===== config.mk =====
export PLATFORM = sky130hd
export DESIGN_NAME = wwdr_window_watchdog_regs
export DESIGN_NICKNAME = d
export VERILOG_FILES = /design/src/wwdr_pkg.sv /design/src/wwdr_window_watchdog_regs.sv
export VERILOG_INCLUDE_DIRS = /design/src
export SDC_FILE = /design/constraint.sdc
export NUM_CORES = 1
export LEC_CHECK = 0
export BUFFER_PORTS_ARGS = -buffer_cell sky130_fd_sc_hd__buf_2
export CAP_MARGIN = 10
export CORE_MARGIN = 5
export CORE_UTILIZATION = 46
export CTS_CLUSTER_DIAMETER = 200
export DETAILED_ROUTE_END_ITERATION = 10
export HOLD_SLACK_MARGIN = 0.05
export PLACE_DENSITY = 0.66
export SLEW_MARGIN = 10
export SYNTH_ARGS = -nofsm -noshare
export SYNTH_HDL_FRONTEND = slang
export SYNTH_SLANG_ARGS = --single-unit

===== constraint.sdc =====
create_clock -name clk_i -period 3.7 [get_ports clk_i]
set_input_delay 0 -clock clk_i [delete_from_list [all_inputs] [get_ports clk_i]]
set_output_delay 0 -clock clk_i [all_outputs]
set_load 0.01 [all_outputs]

===== src/wwdr_params.svh =====
`ifndef WWDR_PARAMS_SVH
`define WWDR_PARAMS_SVH

// Register offsets (byte addresses)
`define WWDR_OFF_RELOAD 8'h00
`define WWDR_OFF_CTRL 8'h04
`define WWDR_OFF_STATUS 8'h08
`define WWDR_OFF_COUNT 8'h0C
`define WWDR_OFF_MASK 8'h10

// Reload key and counter values
`define WWDR_RELOAD_KEY 32'h00005AA5
`define WWDR_CNT_TOP 6'h3F
`define WWDR_CNT_ZERO 6'h00
`define WWDR_CNT_LAST 6'h01

// Control reset value and field positions
`define WWDR_CTRL_RESET 32'h003F0800
`define WWDR_CTRL_EN_BIT 0
`define WWDR_CTRL_IRQEN_BIT 1
`define WWDR_CTRL_PSC_LSB 8
`define WWDR_CTRL_PSC_MSB 11
`define WWDR_CTRL_CMP_LSB 16
`define WWDR_CTRL_CMP_MSB 21
`define WWDR_CTRL_DBG_BIT 31

// Status and mask bit positions
`define WWDR_ST_IRQ_BIT 0
`define WWDR_ST_CMP_BIT 2
`define WWDR_ST_MASK 3'h5

// Watchdog clocks from key write to counter reload
`define WWDR_RELOAD_SYNC 2'h3

`endif


===== src/wwdr_pkg.sv =====
package wwdr_pkg;

   typedef struct packed {
      logic [7:0] addr;
      logic [31:0] wdata;
      logic we;
      logic re;
   } wwdr_bus_req_t;

   typedef struct packed {
      logic debug_halt_disable;
      logic [5:0] window_compare;
      logic [3:0] prescale_select;
      logic irq_enable;
      logic counter_enable;
   } wwdr_ctrl_t;

endpackage


===== src/wwdr_window_watchdog_regs.sv =====
// Overview of operation
// - Only the key value written to reload_key restarts the counter at 0x3F.
// - Key written while counter_enable is set and counter above compare raises system reset request immediately.
// - With debug_halt_disable 0, counter freezes while the debugger halts the CPU.
// - With debug_halt_disable 1, counter keeps decrementing during debugger halt.
// - Six-bit window_compare field sets the upper limit of the reload window.
// - Prescale_select sets watchdog clocks per counter step; timeout is prescale times 63.
// - When enabled, counter steps from 0x3F toward 0 once per prescaled period.
// - window_control accepts only its first write after reset; later writes ignored.
// - Counter equal to compare sets compare flag, and irq flag if enabled.
// - A valid key reloads the counter three watchdog clocks after the write.
//
// The strobed register port is this design's own decision.
`timescale 1ns/1ps
`include "wwdr_params.svh"

module wwdr_window_watchdog_regs (
   // Clock and reset
   input wire logic clk_i,
   input wire logic rst_i,
   // Register port
   input wire wwdr_pkg::wwdr_bus_req_t bus_req_i,
   output logic [31:0] rdata_o,
   // Watchdog clock tick and debugger halt
   input wire logic wdog_tick_i,
   input wire logic cpu_halted_i,
   // System outputs
   output logic irq_o,
   output logic sys_reset_req_o
);

   function automatic logic hit(input wwdr_pkg::wwdr_bus_req_t req, input logic [7:0] off);
      hit = (req.addr == off);
   endfunction

   // Reset and the one allowed write unpack a word the same way
   function automatic wwdr_pkg::wwdr_ctrl_t ctrl_from(input logic [31:0] w);
      wwdr_pkg::wwdr_ctrl_t c;
      c.debug_halt_disable = w[`WWDR_CTRL_DBG_BIT];
      c.window_compare = w[`WWDR_CTRL_CMP_MSB:`WWDR_CTRL_CMP_LSB];
      c.prescale_select = w[`WWDR_CTRL_PSC_MSB:`WWDR_CTRL_PSC_LSB];
      c.irq_enable = w[`WWDR_CTRL_IRQEN_BIT];
      c.counter_enable = w[`WWDR_CTRL_EN_BIT];
      ctrl_from = c;
   endfunction

   // Prescaler period minus one for each select code
   function automatic logic [10:0] psc_last(input logic [3:0] code);
      case (code)
         4'h0: psc_last = 11'h000;
         4'h1: psc_last = 11'h001;
         4'h2: psc_last = 11'h003;
         4'h3: psc_last = 11'h007;
         4'h4: psc_last = 11'h00F;
         4'h5: psc_last = 11'h01F;
         4'h6: psc_last = 11'h03F;
         4'h7: psc_last = 11'h07F;
         4'h8: psc_last = 11'h0BF;
         4'h9: psc_last = 11'h0FF;
         4'hA: psc_last = 11'h17F;
         4'hB: psc_last = 11'h1FF;
         4'hC: psc_last = 11'h2FF;
         4'hD: psc_last = 11'h3FF;
         4'hE: psc_last = 11'h5FF;
         default: psc_last = 11'h7FF;
      endcase
   endfunction

   wwdr_pkg::wwdr_ctrl_t ctrl_reg;
   logic ctrl_locked_reg;
   logic [5:0] cnt_reg;
   logic [10:0] psc_cnt_reg;
   logic pend_reg;
   logic [1:0] sync_cnt_reg;
   logic [2:0] status_reg;
   logic [2:0] status_next;
   logic [2:0] mask_reg;
   logic [2:0] mask_next;
   logic [31:0] rdata_reg;
   logic irq_reg;
   logic rst_req_reg;

   logic wr_reload;
   logic wr_ctrl;
   logic key_ok;
   logic frozen;
   logic psc_wrap;
   logic step;
   logic reload_now;
   logic in_window;
   logic key_accept;
   logic key_early;
   logic hit_cmp;
   logic [2:0] ev_set;

   assign wr_reload = bus_req_i.we && hit(bus_req_i, `WWDR_OFF_RELOAD);
   assign wr_ctrl = bus_req_i.we && hit(bus_req_i, `WWDR_OFF_CTRL);
   assign key_ok = wr_reload && (bus_req_i.wdata == `WWDR_RELOAD_KEY);
   assign frozen = cpu_halted_i && !ctrl_reg.debug_halt_disable;
   assign psc_wrap = (psc_cnt_reg == psc_last(ctrl_reg.prescale_select));
   assign reload_now = pend_reg && wdog_tick_i
      && (sync_cnt_reg == (`WWDR_RELOAD_SYNC - 2'h1));
   assign step = ctrl_reg.counter_enable && wdog_tick_i && !frozen && psc_wrap
      && !reload_now && (cnt_reg != `WWDR_CNT_ZERO);
   assign in_window = (cnt_reg <= ctrl_reg.window_compare);
   assign key_accept = key_ok && ctrl_reg.counter_enable && in_window && !pend_reg;
   // A key during a pending reload is still window-checked, so it cannot dodge a reset
   assign key_early = key_ok && ctrl_reg.counter_enable && !in_window;
   assign hit_cmp = step && ((cnt_reg - `WWDR_CNT_LAST) == ctrl_reg.window_compare);

   // Control register: write once, then locked until chip reset
   always_ff @(posedge clk_i) begin
      if (rst_i) begin
         ctrl_reg <= ctrl_from(`WWDR_CTRL_RESET);
         ctrl_locked_reg <= 1'b0;
      end else if (wr_ctrl && !ctrl_locked_reg) begin
         ctrl_reg <= ctrl_from(bus_req_i.wdata);
         ctrl_locked_reg <= 1'b1;
      end
   end

   // Prescaler: restarts with each reload so a fresh period follows it
   always_ff @(posedge clk_i) begin
      if (rst_i || reload_now) begin
         psc_cnt_reg <= 11'h000;
      end else if (ctrl_reg.counter_enable && wdog_tick_i && !frozen) begin
         psc_cnt_reg <= psc_wrap ? 11'h000 : psc_cnt_reg + 11'h001;
      end
   end

   // Down counter
   always_ff @(posedge clk_i) begin
      if (rst_i) begin
         cnt_reg <= `WWDR_CNT_TOP;
      end else if (reload_now) begin
         cnt_reg <= `WWDR_CNT_TOP;
      end else if (step) begin
         cnt_reg <= cnt_reg - `WWDR_CNT_LAST;
      end
   end

   // Reload sync; a second key during the wait adds nothing
   always_ff @(posedge clk_i) begin
      if (rst_i) begin
         pend_reg <= 1'b0;
         sync_cnt_reg <= 2'h0;
      end else if (key_accept) begin
         pend_reg <= 1'b1;
         sync_cnt_reg <= 2'h0;
      end else if (reload_now) begin
         pend_reg <= 1'b0;
         sync_cnt_reg <= 2'h0;
      end else if (pend_reg && wdog_tick_i) begin
         sync_cnt_reg <= sync_cnt_reg + 2'h1;
      end
   end

   // Reset request holds until chip reset clears it
   always_ff @(posedge clk_i) begin
      if (rst_i) begin
         rst_req_reg <= 1'b0;
      end else if (key_early) begin
         rst_req_reg <= 1'b1;
      end else if (step && (cnt_reg == `WWDR_CNT_LAST)) begin
         rst_req_reg <= 1'b1;
      end
   end

   // Status flags: set wins over a write-one clear in the same cycle
   always_comb begin
      ev_set = 3'h0;
      ev_set[`WWDR_ST_CMP_BIT] = hit_cmp;
      ev_set[`WWDR_ST_IRQ_BIT] = hit_cmp && ctrl_reg.irq_enable;
      status_next = status_reg;
      if (bus_req_i.we && hit(bus_req_i, `WWDR_OFF_STATUS)) begin
         status_next = status_reg & ~bus_req_i.wdata[2:0];
      end
      status_next = (status_next | ev_set) & `WWDR_ST_MASK;
      mask_next = mask_reg;
      if (bus_req_i.we && hit(bus_req_i, `WWDR_OFF_MASK)) begin
         mask_next = bus_req_i.wdata[2:0] & `WWDR_ST_MASK;
      end
   end

   always_ff @(posedge clk_i) begin
      if (rst_i) begin
         status_reg <= 3'h0;
         mask_reg <= 3'h0;
         irq_reg <= 1'b0;
      end else begin
         status_reg <= status_next;
         mask_reg <= mask_next;
         irq_reg <= |(status_next & mask_next);
      end
   end

   // Read data valid only in the cycle after the strobe
   always_ff @(posedge clk_i) begin
      if (rst_i || !bus_req_i.re) begin
         rdata_reg <= 32'h00000000;
      end else begin
         case (bus_req_i.addr)
            `WWDR_OFF_CTRL: rdata_reg <= {ctrl_reg.debug_halt_disable, 9'h000,
               ctrl_reg.window_compare, 4'h0, ctrl_reg.prescale_select, 6'h00,
               ctrl_reg.irq_enable, ctrl_reg.counter_enable};
            `WWDR_OFF_STATUS: rdata_reg <= {29'h00000000, status_reg};
            `WWDR_OFF_COUNT: rdata_reg <= {26'h0000000, cnt_reg};
            `WWDR_OFF_MASK: rdata_reg <= {29'h00000000, mask_reg};
            default: rdata_reg <= 32'h00000000;
         endcase
      end
   end

   assign rdata_o = rdata_reg;
   assign irq_o = irq_reg;
   assign sys_reset_req_o = rst_req_reg;
endmodule // wwdr_window_watchdog_regs


Yosys cells after proc, flatten, opt, wreduce, memory -nomap -nowiden
Memories as Yosys holds them, arrays and structs flattened. A register that Yosys moved wholly into a read port is not among the register bits.
Cells that the tools add are included.
Widths: inputs -> output; s select.
- input port bits: 46
- logic and storage cells: 81
- memories kept: 1
- bits in read-only memories: 176
- flip-flop bits (word level): 74
- output and inout bits: 34
- memory list (memory ; words ; bits a word ; read ports ; clocked after Yosys merged registers in ; write ports ; line ; source):
    (no name shown) ; 16 ; 11 ; 1 ; 1 ; 0 ; wwdr_window_watchdog_regs.sv:49 ; case (code)
- reductions and logical operators: 37
- multiplexer cells: 10
- $lt $le $gt $ge: 1
- equal/unequal tests: 9
- $add $sub $neg: 3
- bitwise logic cells: 4
- operators with widths (operator ; number):
    $pmux 32 s4 ; 1
    $eq 32x15->1 const B ; 1
    $logic_and 1x1->1 ; 21
    $eq 8x4->1 const B ; 2
    $add 11x1->11 const B ; 1
    $eq 11x11->1 ; 1
    $mux 11 ; 1
    $eq 8x3->1 const B ; 1
    $eq 8x5->1 const B ; 1
    $logic_not 8->1 ; 1
    $mux 4 ; 2
    $logic_not 1->1 ; 7
    $and 3x3->3 ; 2
    $eq 6x1->1 const B ; 1
    $eq 6x6->1 ; 1
    $le 6x6->1 ; 1
    $mux 3 ; 2
    $reduce_bool 6->1 ; 1
    $reduce_or 3->1 ; 2
    $sub 6x1->6 const B ; 1
    $mux 1 ; 4
    $reduce_bool 2->1 ; 2
    $not 3->3 ; 1
    $or 3x3->3 ; 1
    4 further kinds ; 5

Depth between registers and ports, before layout
- depth after elaboration: 12
- depth in mapped cells: 9

Least setup slack after synthesis
Ideal clock, no wire load.
- kind: reg2reg
- start point: reg cnt_reg[0]
- end point: reg irq_reg (netlist: irq_o)
- path slack: 1.601 ns
- clock period less this slack: 2.099 ns
- arrival: 2.006 ns
- required time: 3.608 ns
- path buffers: 0
- library setup time: 0.092 ns
- stages on the path, launching flop included: 8
- cell sequence: dfxtp_1 > inv_1 > ha_1 > xnor2_1 > or3_1 > a2111oi_0 > a31oi_1 > o32ai_1
- cells in the longest elaborated chain, start to end: 7
- RTL lines (what ; line ; source):
    from (decl) ; wwdr_window_watchdog_regs.sv:71 ; logic [5:0] cnt_reg;
    from (signal assigned) ; wwdr_window_watchdog_regs.sv:134 ; cnt_reg <= `WWDR_CNT_TOP;
    from (signal assigned) ; wwdr_window_watchdog_regs.sv:136 ; cnt_reg <= `WWDR_CNT_TOP;
    from (signal assigned) ; wwdr_window_watchdog_regs.sv:138 ; cnt_reg <= cnt_reg - `WWDR_CNT_LAST;
    $sub 6x1->6 (no source line) / $reduce_bool 6->1 (equally long branches) ; - ;
    $eq 6x6->1 / $logic_and 1x1->1 (equally long branches) ; wwdr_window_watchdog_regs.sv:109, wwdr_window_watchdog_regs.sv:103 ;
    $logic_and 1x1->1 * ; wwdr_window_watchdog_regs.sv:109 ; assign hit_cmp = step && ((cnt_reg - `WWDR_CNT_LAST) == ctrl_reg.window_compare);
    $logic_and 1x1->1 ; wwdr_window_watchdog_regs.sv:173 ; ev_set[`WWDR_ST_IRQ_BIT] = hit_cmp && ctrl_reg.irq_enable;
    $or 3x3->3 * ; wwdr_window_watchdog_regs.sv:178 ; status_next = (status_next | ev_set) & `WWDR_ST_MASK;
    $and 3x3->3 * ; wwdr_window_watchdog_regs.sv:193 ; irq_reg <= |(status_next & mask_next);
    $reduce_or 3->1 * ; wwdr_window_watchdog_regs.sv:193 ;
    to (signal assigned) ; wwdr_window_watchdog_regs.sv:193 ;
    to (decl) ; wwdr_window_watchdog_regs.sv:80 ; logic irq_reg;
Mark *: on every way between the ends. The rest lies on a longest branch, timed or not.
A chain may end at the register's enable or synchronous reset.

Final worst setup path
Ends and elaborated chain as after synthesis.

==> metrics.yaml <==
run_status:
  outcome: "finished, final reports clean"
placed_design:
  io_buffers: 64
  dpl.hpwl_um: 5620
  routabilityCongestion: 0.863
  dp.cells: 513
  placed_area_um2: 3600
routing:
  num_vias: 2776
  wirelength_um: 7470
  drtPass1Iterations: 4
  ant_nets: 0
  drt_iter0_drc: 107
  drc_errors: 0
  wire_per_inst_um: 13.7
  vias_per_cell: 5.09
global_routing:
  antenna_found_initial: 0
  grt_max_degree: 31
  grt_pass1_vias: 2578
  overflow: 0
  grtUsageTotal: 0.177
  grt_pass1_wl_um: 12200
timing:
  period_minus_slack_ns: 2.79
  setup_viol: 0
  fmax_mhz: 358
  rsz0062_at_grt: "no"
  worst_pin_slew_ns: 0.973
  skew_ns: 0.00755
  final_max_slew_viol_count: 0
  min_period_over_period: 0.754
  hold_viol: 0
  relSlewSlack: 0.335
  tns_ns: 0
die:
  die_x_um: 94.3
  num_io_pins: 80
  core-area_um2: 6870
  die_area_um2: 8880
  die_h_um: 94.3
  initial_core_util: 0.475
  row_count: 30
finish:
  drive_gt1_frac: 0.200
  final_cell_area_um2: 3940
  flow.area_growth_from_synthesis_pct: 20.7
  nets: 501
  regArea_um2: 1360
  multi_input_area_um2: 1720
  final_cells: 545
  nFillCells: 621
  diodes: 0
  finalCoreUtilization: 0.574
power_and_ir_drop:
  peakVddDrop_uv: 233
  power.share.clock: 0.402
  pwr-share-seq: 0.540
  sw_frac_of_total: 0.253
  leakage_nw: 1.71
  p_sw_w: 0.000344
  pwr-share-comb: 0.058
  power_density_nw_per_um2: 344
  p_int_w: 0.00101
yosys:
  syn_area_per_cell_um2: 8.97
  synthFlopType: "dfxtp_1"
  ys_ff_latch: 68
  ys_types: 51
  synth_area_um2: 3270
  synthArstFlopShare: 0
  synth_edf_count: 0
  ys_seq_area_frac: 0.417
  ys_warn_count: 0
  postSynthCellCount: 364
setup_path:
  worst-setup-path-type: "reg2reg"
  cp_slowest_stage_delay_ns: 0.83
  start_kind: "flop"
  critical_path_required_ns: 3.94
  crit_path_cell_trace: "inv_1 -> ha_1 -> xnor2_1 -> or3_1 -> a2111oi_0 -> a31oi_1 -> o32ai_1"
  worst-r2r-cell-count: 7
  worstReg2RegEnd: "irq_o$_SDFF_PP0_"
  cp_slowest_cell: "a2111oi_0"
  cp.arrival_ns: 3.03
  crit_fanout: 5
  reg2reg_slack_ns: 0.91
  worstReg2RegStart: "cnt_reg[0]$_SDFFE_PP1P_"
  cp-end-kind: "flop"
flow_run:
  maxCapViolations: 0
worst_hold_path:
  worstHoldPathCells: 4
  hold_start: "bus_req_i[4]"
  hold_end: "status_reg[2]$_SDFF_PP0_"
  worstHoldPathType: "in2reg"
clock_network:
  cts_tree: "done"
  root_buffer: "clkbuf_8"
  cts.sinks: 68
  cts_made_buffers: 9
  clk_pin_slew_worst_paths_ns: 0.08
  htreeDepth: 3
  clock_latency_ns: 0.34
  cts_buffer_depth: 2
  cts_resized: 0
## cell families after synthesis
| group | after synthesis | share of synthesized area |
|---|---|---|
| other | 1 | 0.00115 |
| flip-flops | 68 | 0.417 |
| AO/OA/AOI/OAI | 56 | 0.110 |
| AND/OR/NAND/NOR | 144 | 0.252 |
| buffers and inverters | 46 | 0.0724 |
| XOR/XNOR | 30 | 0.0805 |
| adder cells (fa/ha/maj) | 11 | 0.0421 |
| multiplexers | 8 | 0.0249 |
## layout by cell type, fill, tap and decap left out, types with 2 or more instances in the layout
cell type and n:
dfxtp_1 68, nor4_1 7, nor3b_1 2, inv_1 20
a21oi_1 22, nand4_1 8, and2_1 12, nor4b_1 5
nand2b_1 3, nand2_1 23, nand3_1 10, a31oi_1 6
a2111oi_0 2, ha_1 11, clkinvlp_4 4, dlygate4sd3_1 16
a22oi_1 2, or3_1 5, nand3b_1 4, buf_2 64
o21ai_1 3, and4_1 2, a211o_1 6, mux2i_1 7
xnor2_1 12, conb_1 15, nor2b_1 6, nor2_1 35
nor3_2 2, o21ai_0 4, a32oi_1 2, nor3_1 3
clkbuf_8 9, nor4bb_1 3, xor2_1 18, and3_1 7
or2_2 2
## power groups by stage
| stage | logic, W | clock network (W) | registers [W] |
|---|---|---|---|
| 6_report | 0.0000789 | 0.000546 | 0.000732 |
| 3_3_place_gp | 0.0000649 | 0 | 0.000749 |
| 5_1_grt | 0.0000865 | 0.000588 | 0.000732 |
| 3_5_place_dp | 0.0000650 | 0 | 0.000749 |
| 4_1_cts | 0.0000774 | 0.000556 | 0.000732 |
| 2_1_floorplan | 0.0000408 | 0 | 0.000749 |
## cell type report
class / count / area share
Timing Repair Buffer: 81 / 0.124
Tap cell: 96 / 0.0305
Inverter: 20 / 0.0190
Clock inverter: 7 / 0.0133
Multi-Input combinational cell: 264 / 0.437
Clock buffer: 9 / 0.0314
Sequential cell: 68 / 0.345
## critical path: cells and delay by family (launching register included)
family	cells	cell delay [ns]
AOI/OAI and AO/OA	3	1.37
adders and majority gates	1	0.33
buffers and inverters	1	0.13
DFF	1	0.44
and+or+nand+nor	1	0.30
xor gates and xnor gates	1	0.12
## synthesized netlist by cell type (all sizes together) (2+ instances only)
cell type / count / share of area
nand2b: 3 / 0.0057
a31oi: 6 / 0.011
a2111oi: 2 / 0.0054
or2: 3 / 0.0057
xor2: 18 / 0.048
buf: 19 / 0.041
nand4: 8 / 0.015
o21ai: 7 / 0.011
a211o: 6 / 0.016
nand3: 10 / 0.015
nor4bb: 3 / 0.0092
or3: 5 / 0.0096
nor3: 5 / 0.011
a21oi: 22 / 0.034
ha: 11 / 0.042
nor2: 35 / 0.040
nand2: 23 / 0.026
nor4: 7 / 0.013
and3: 7 / 0.013
nand3b: 4 / 0.0092
clkbuf: 7 / 0.0080
mux2i: 7 / 0.021
nor4b: 6 / 0.021
and4: 2 / 0.0054
a211oi: 2 / 0.0061
and2: 12 / 0.023
xnor2: 12 / 0.032
a22oi: 2 / 0.0046
a32oi: 2 / 0.0054
dfxtp: 68 / 0.42
inv: 20 / 0.023
nor2b: 6 / 0.011
nor3b: 3 / 0.010
## timing repair
| item | CTS | global route |
|---|---|---|
| hold endpoints to repair | 21 | 0 |
| hold buffers | 16 | 0 |
| setup buffers | 0 | 0 |
## through the flow
step / setup WS, ns / power [W] / hold WS, ns
after floorplan: 1.60 / 0.000790 / 0.118
after global placement: 1.16 / 0.000814 / 0.235
after detailed placement: 1.03 / 0.000814 / 0.225
after CTS: 0.988 / 0.00137 / 0.0510
after global routing: 0.885 / 0.00141 / 0.0792
final: 0.910 / 0.00136 / 0.0705
## metal layers
metal  track usage  vias up  routed length (um)
li1              -     1399                   -
met1         0.233     1267                3500
met2         0.277       98                3350
met3        0.0369       12                 507
met4        0.0794        0                 110
met5             0        -                   0
## worst max-delay path by stage
stage	start	end	slack, ns	depth (start not counted)
final	cnt_reg[0]$_SDFFE_PP1P_	irq_o$_SDFF_PP0_	0.91	7
after global routing	cnt_reg[0]$_SDFFE_PP1P_	irq_o$_SDFF_PP0_	0.88	7
after CTS	cnt_reg[0]$_SDFFE_PP1P_	irq_o$_SDFF_PP0_	0.99	7
after detailed placement	cnt_reg[0]$_SDFFE_PP1P_	irq_o$_SDFF_PP0_	1.03	7
after global placement	cnt_reg[0]$_SDFFE_PP1P_	irq_o$_SDFF_PP0_	1.16	7
after floorplan	cnt_reg[0]$_SDFFE_PP1P_	irq_o$_SDFF_PP0_	1.60	7
No activity file was read; power rests on OpenSTA's default activity.
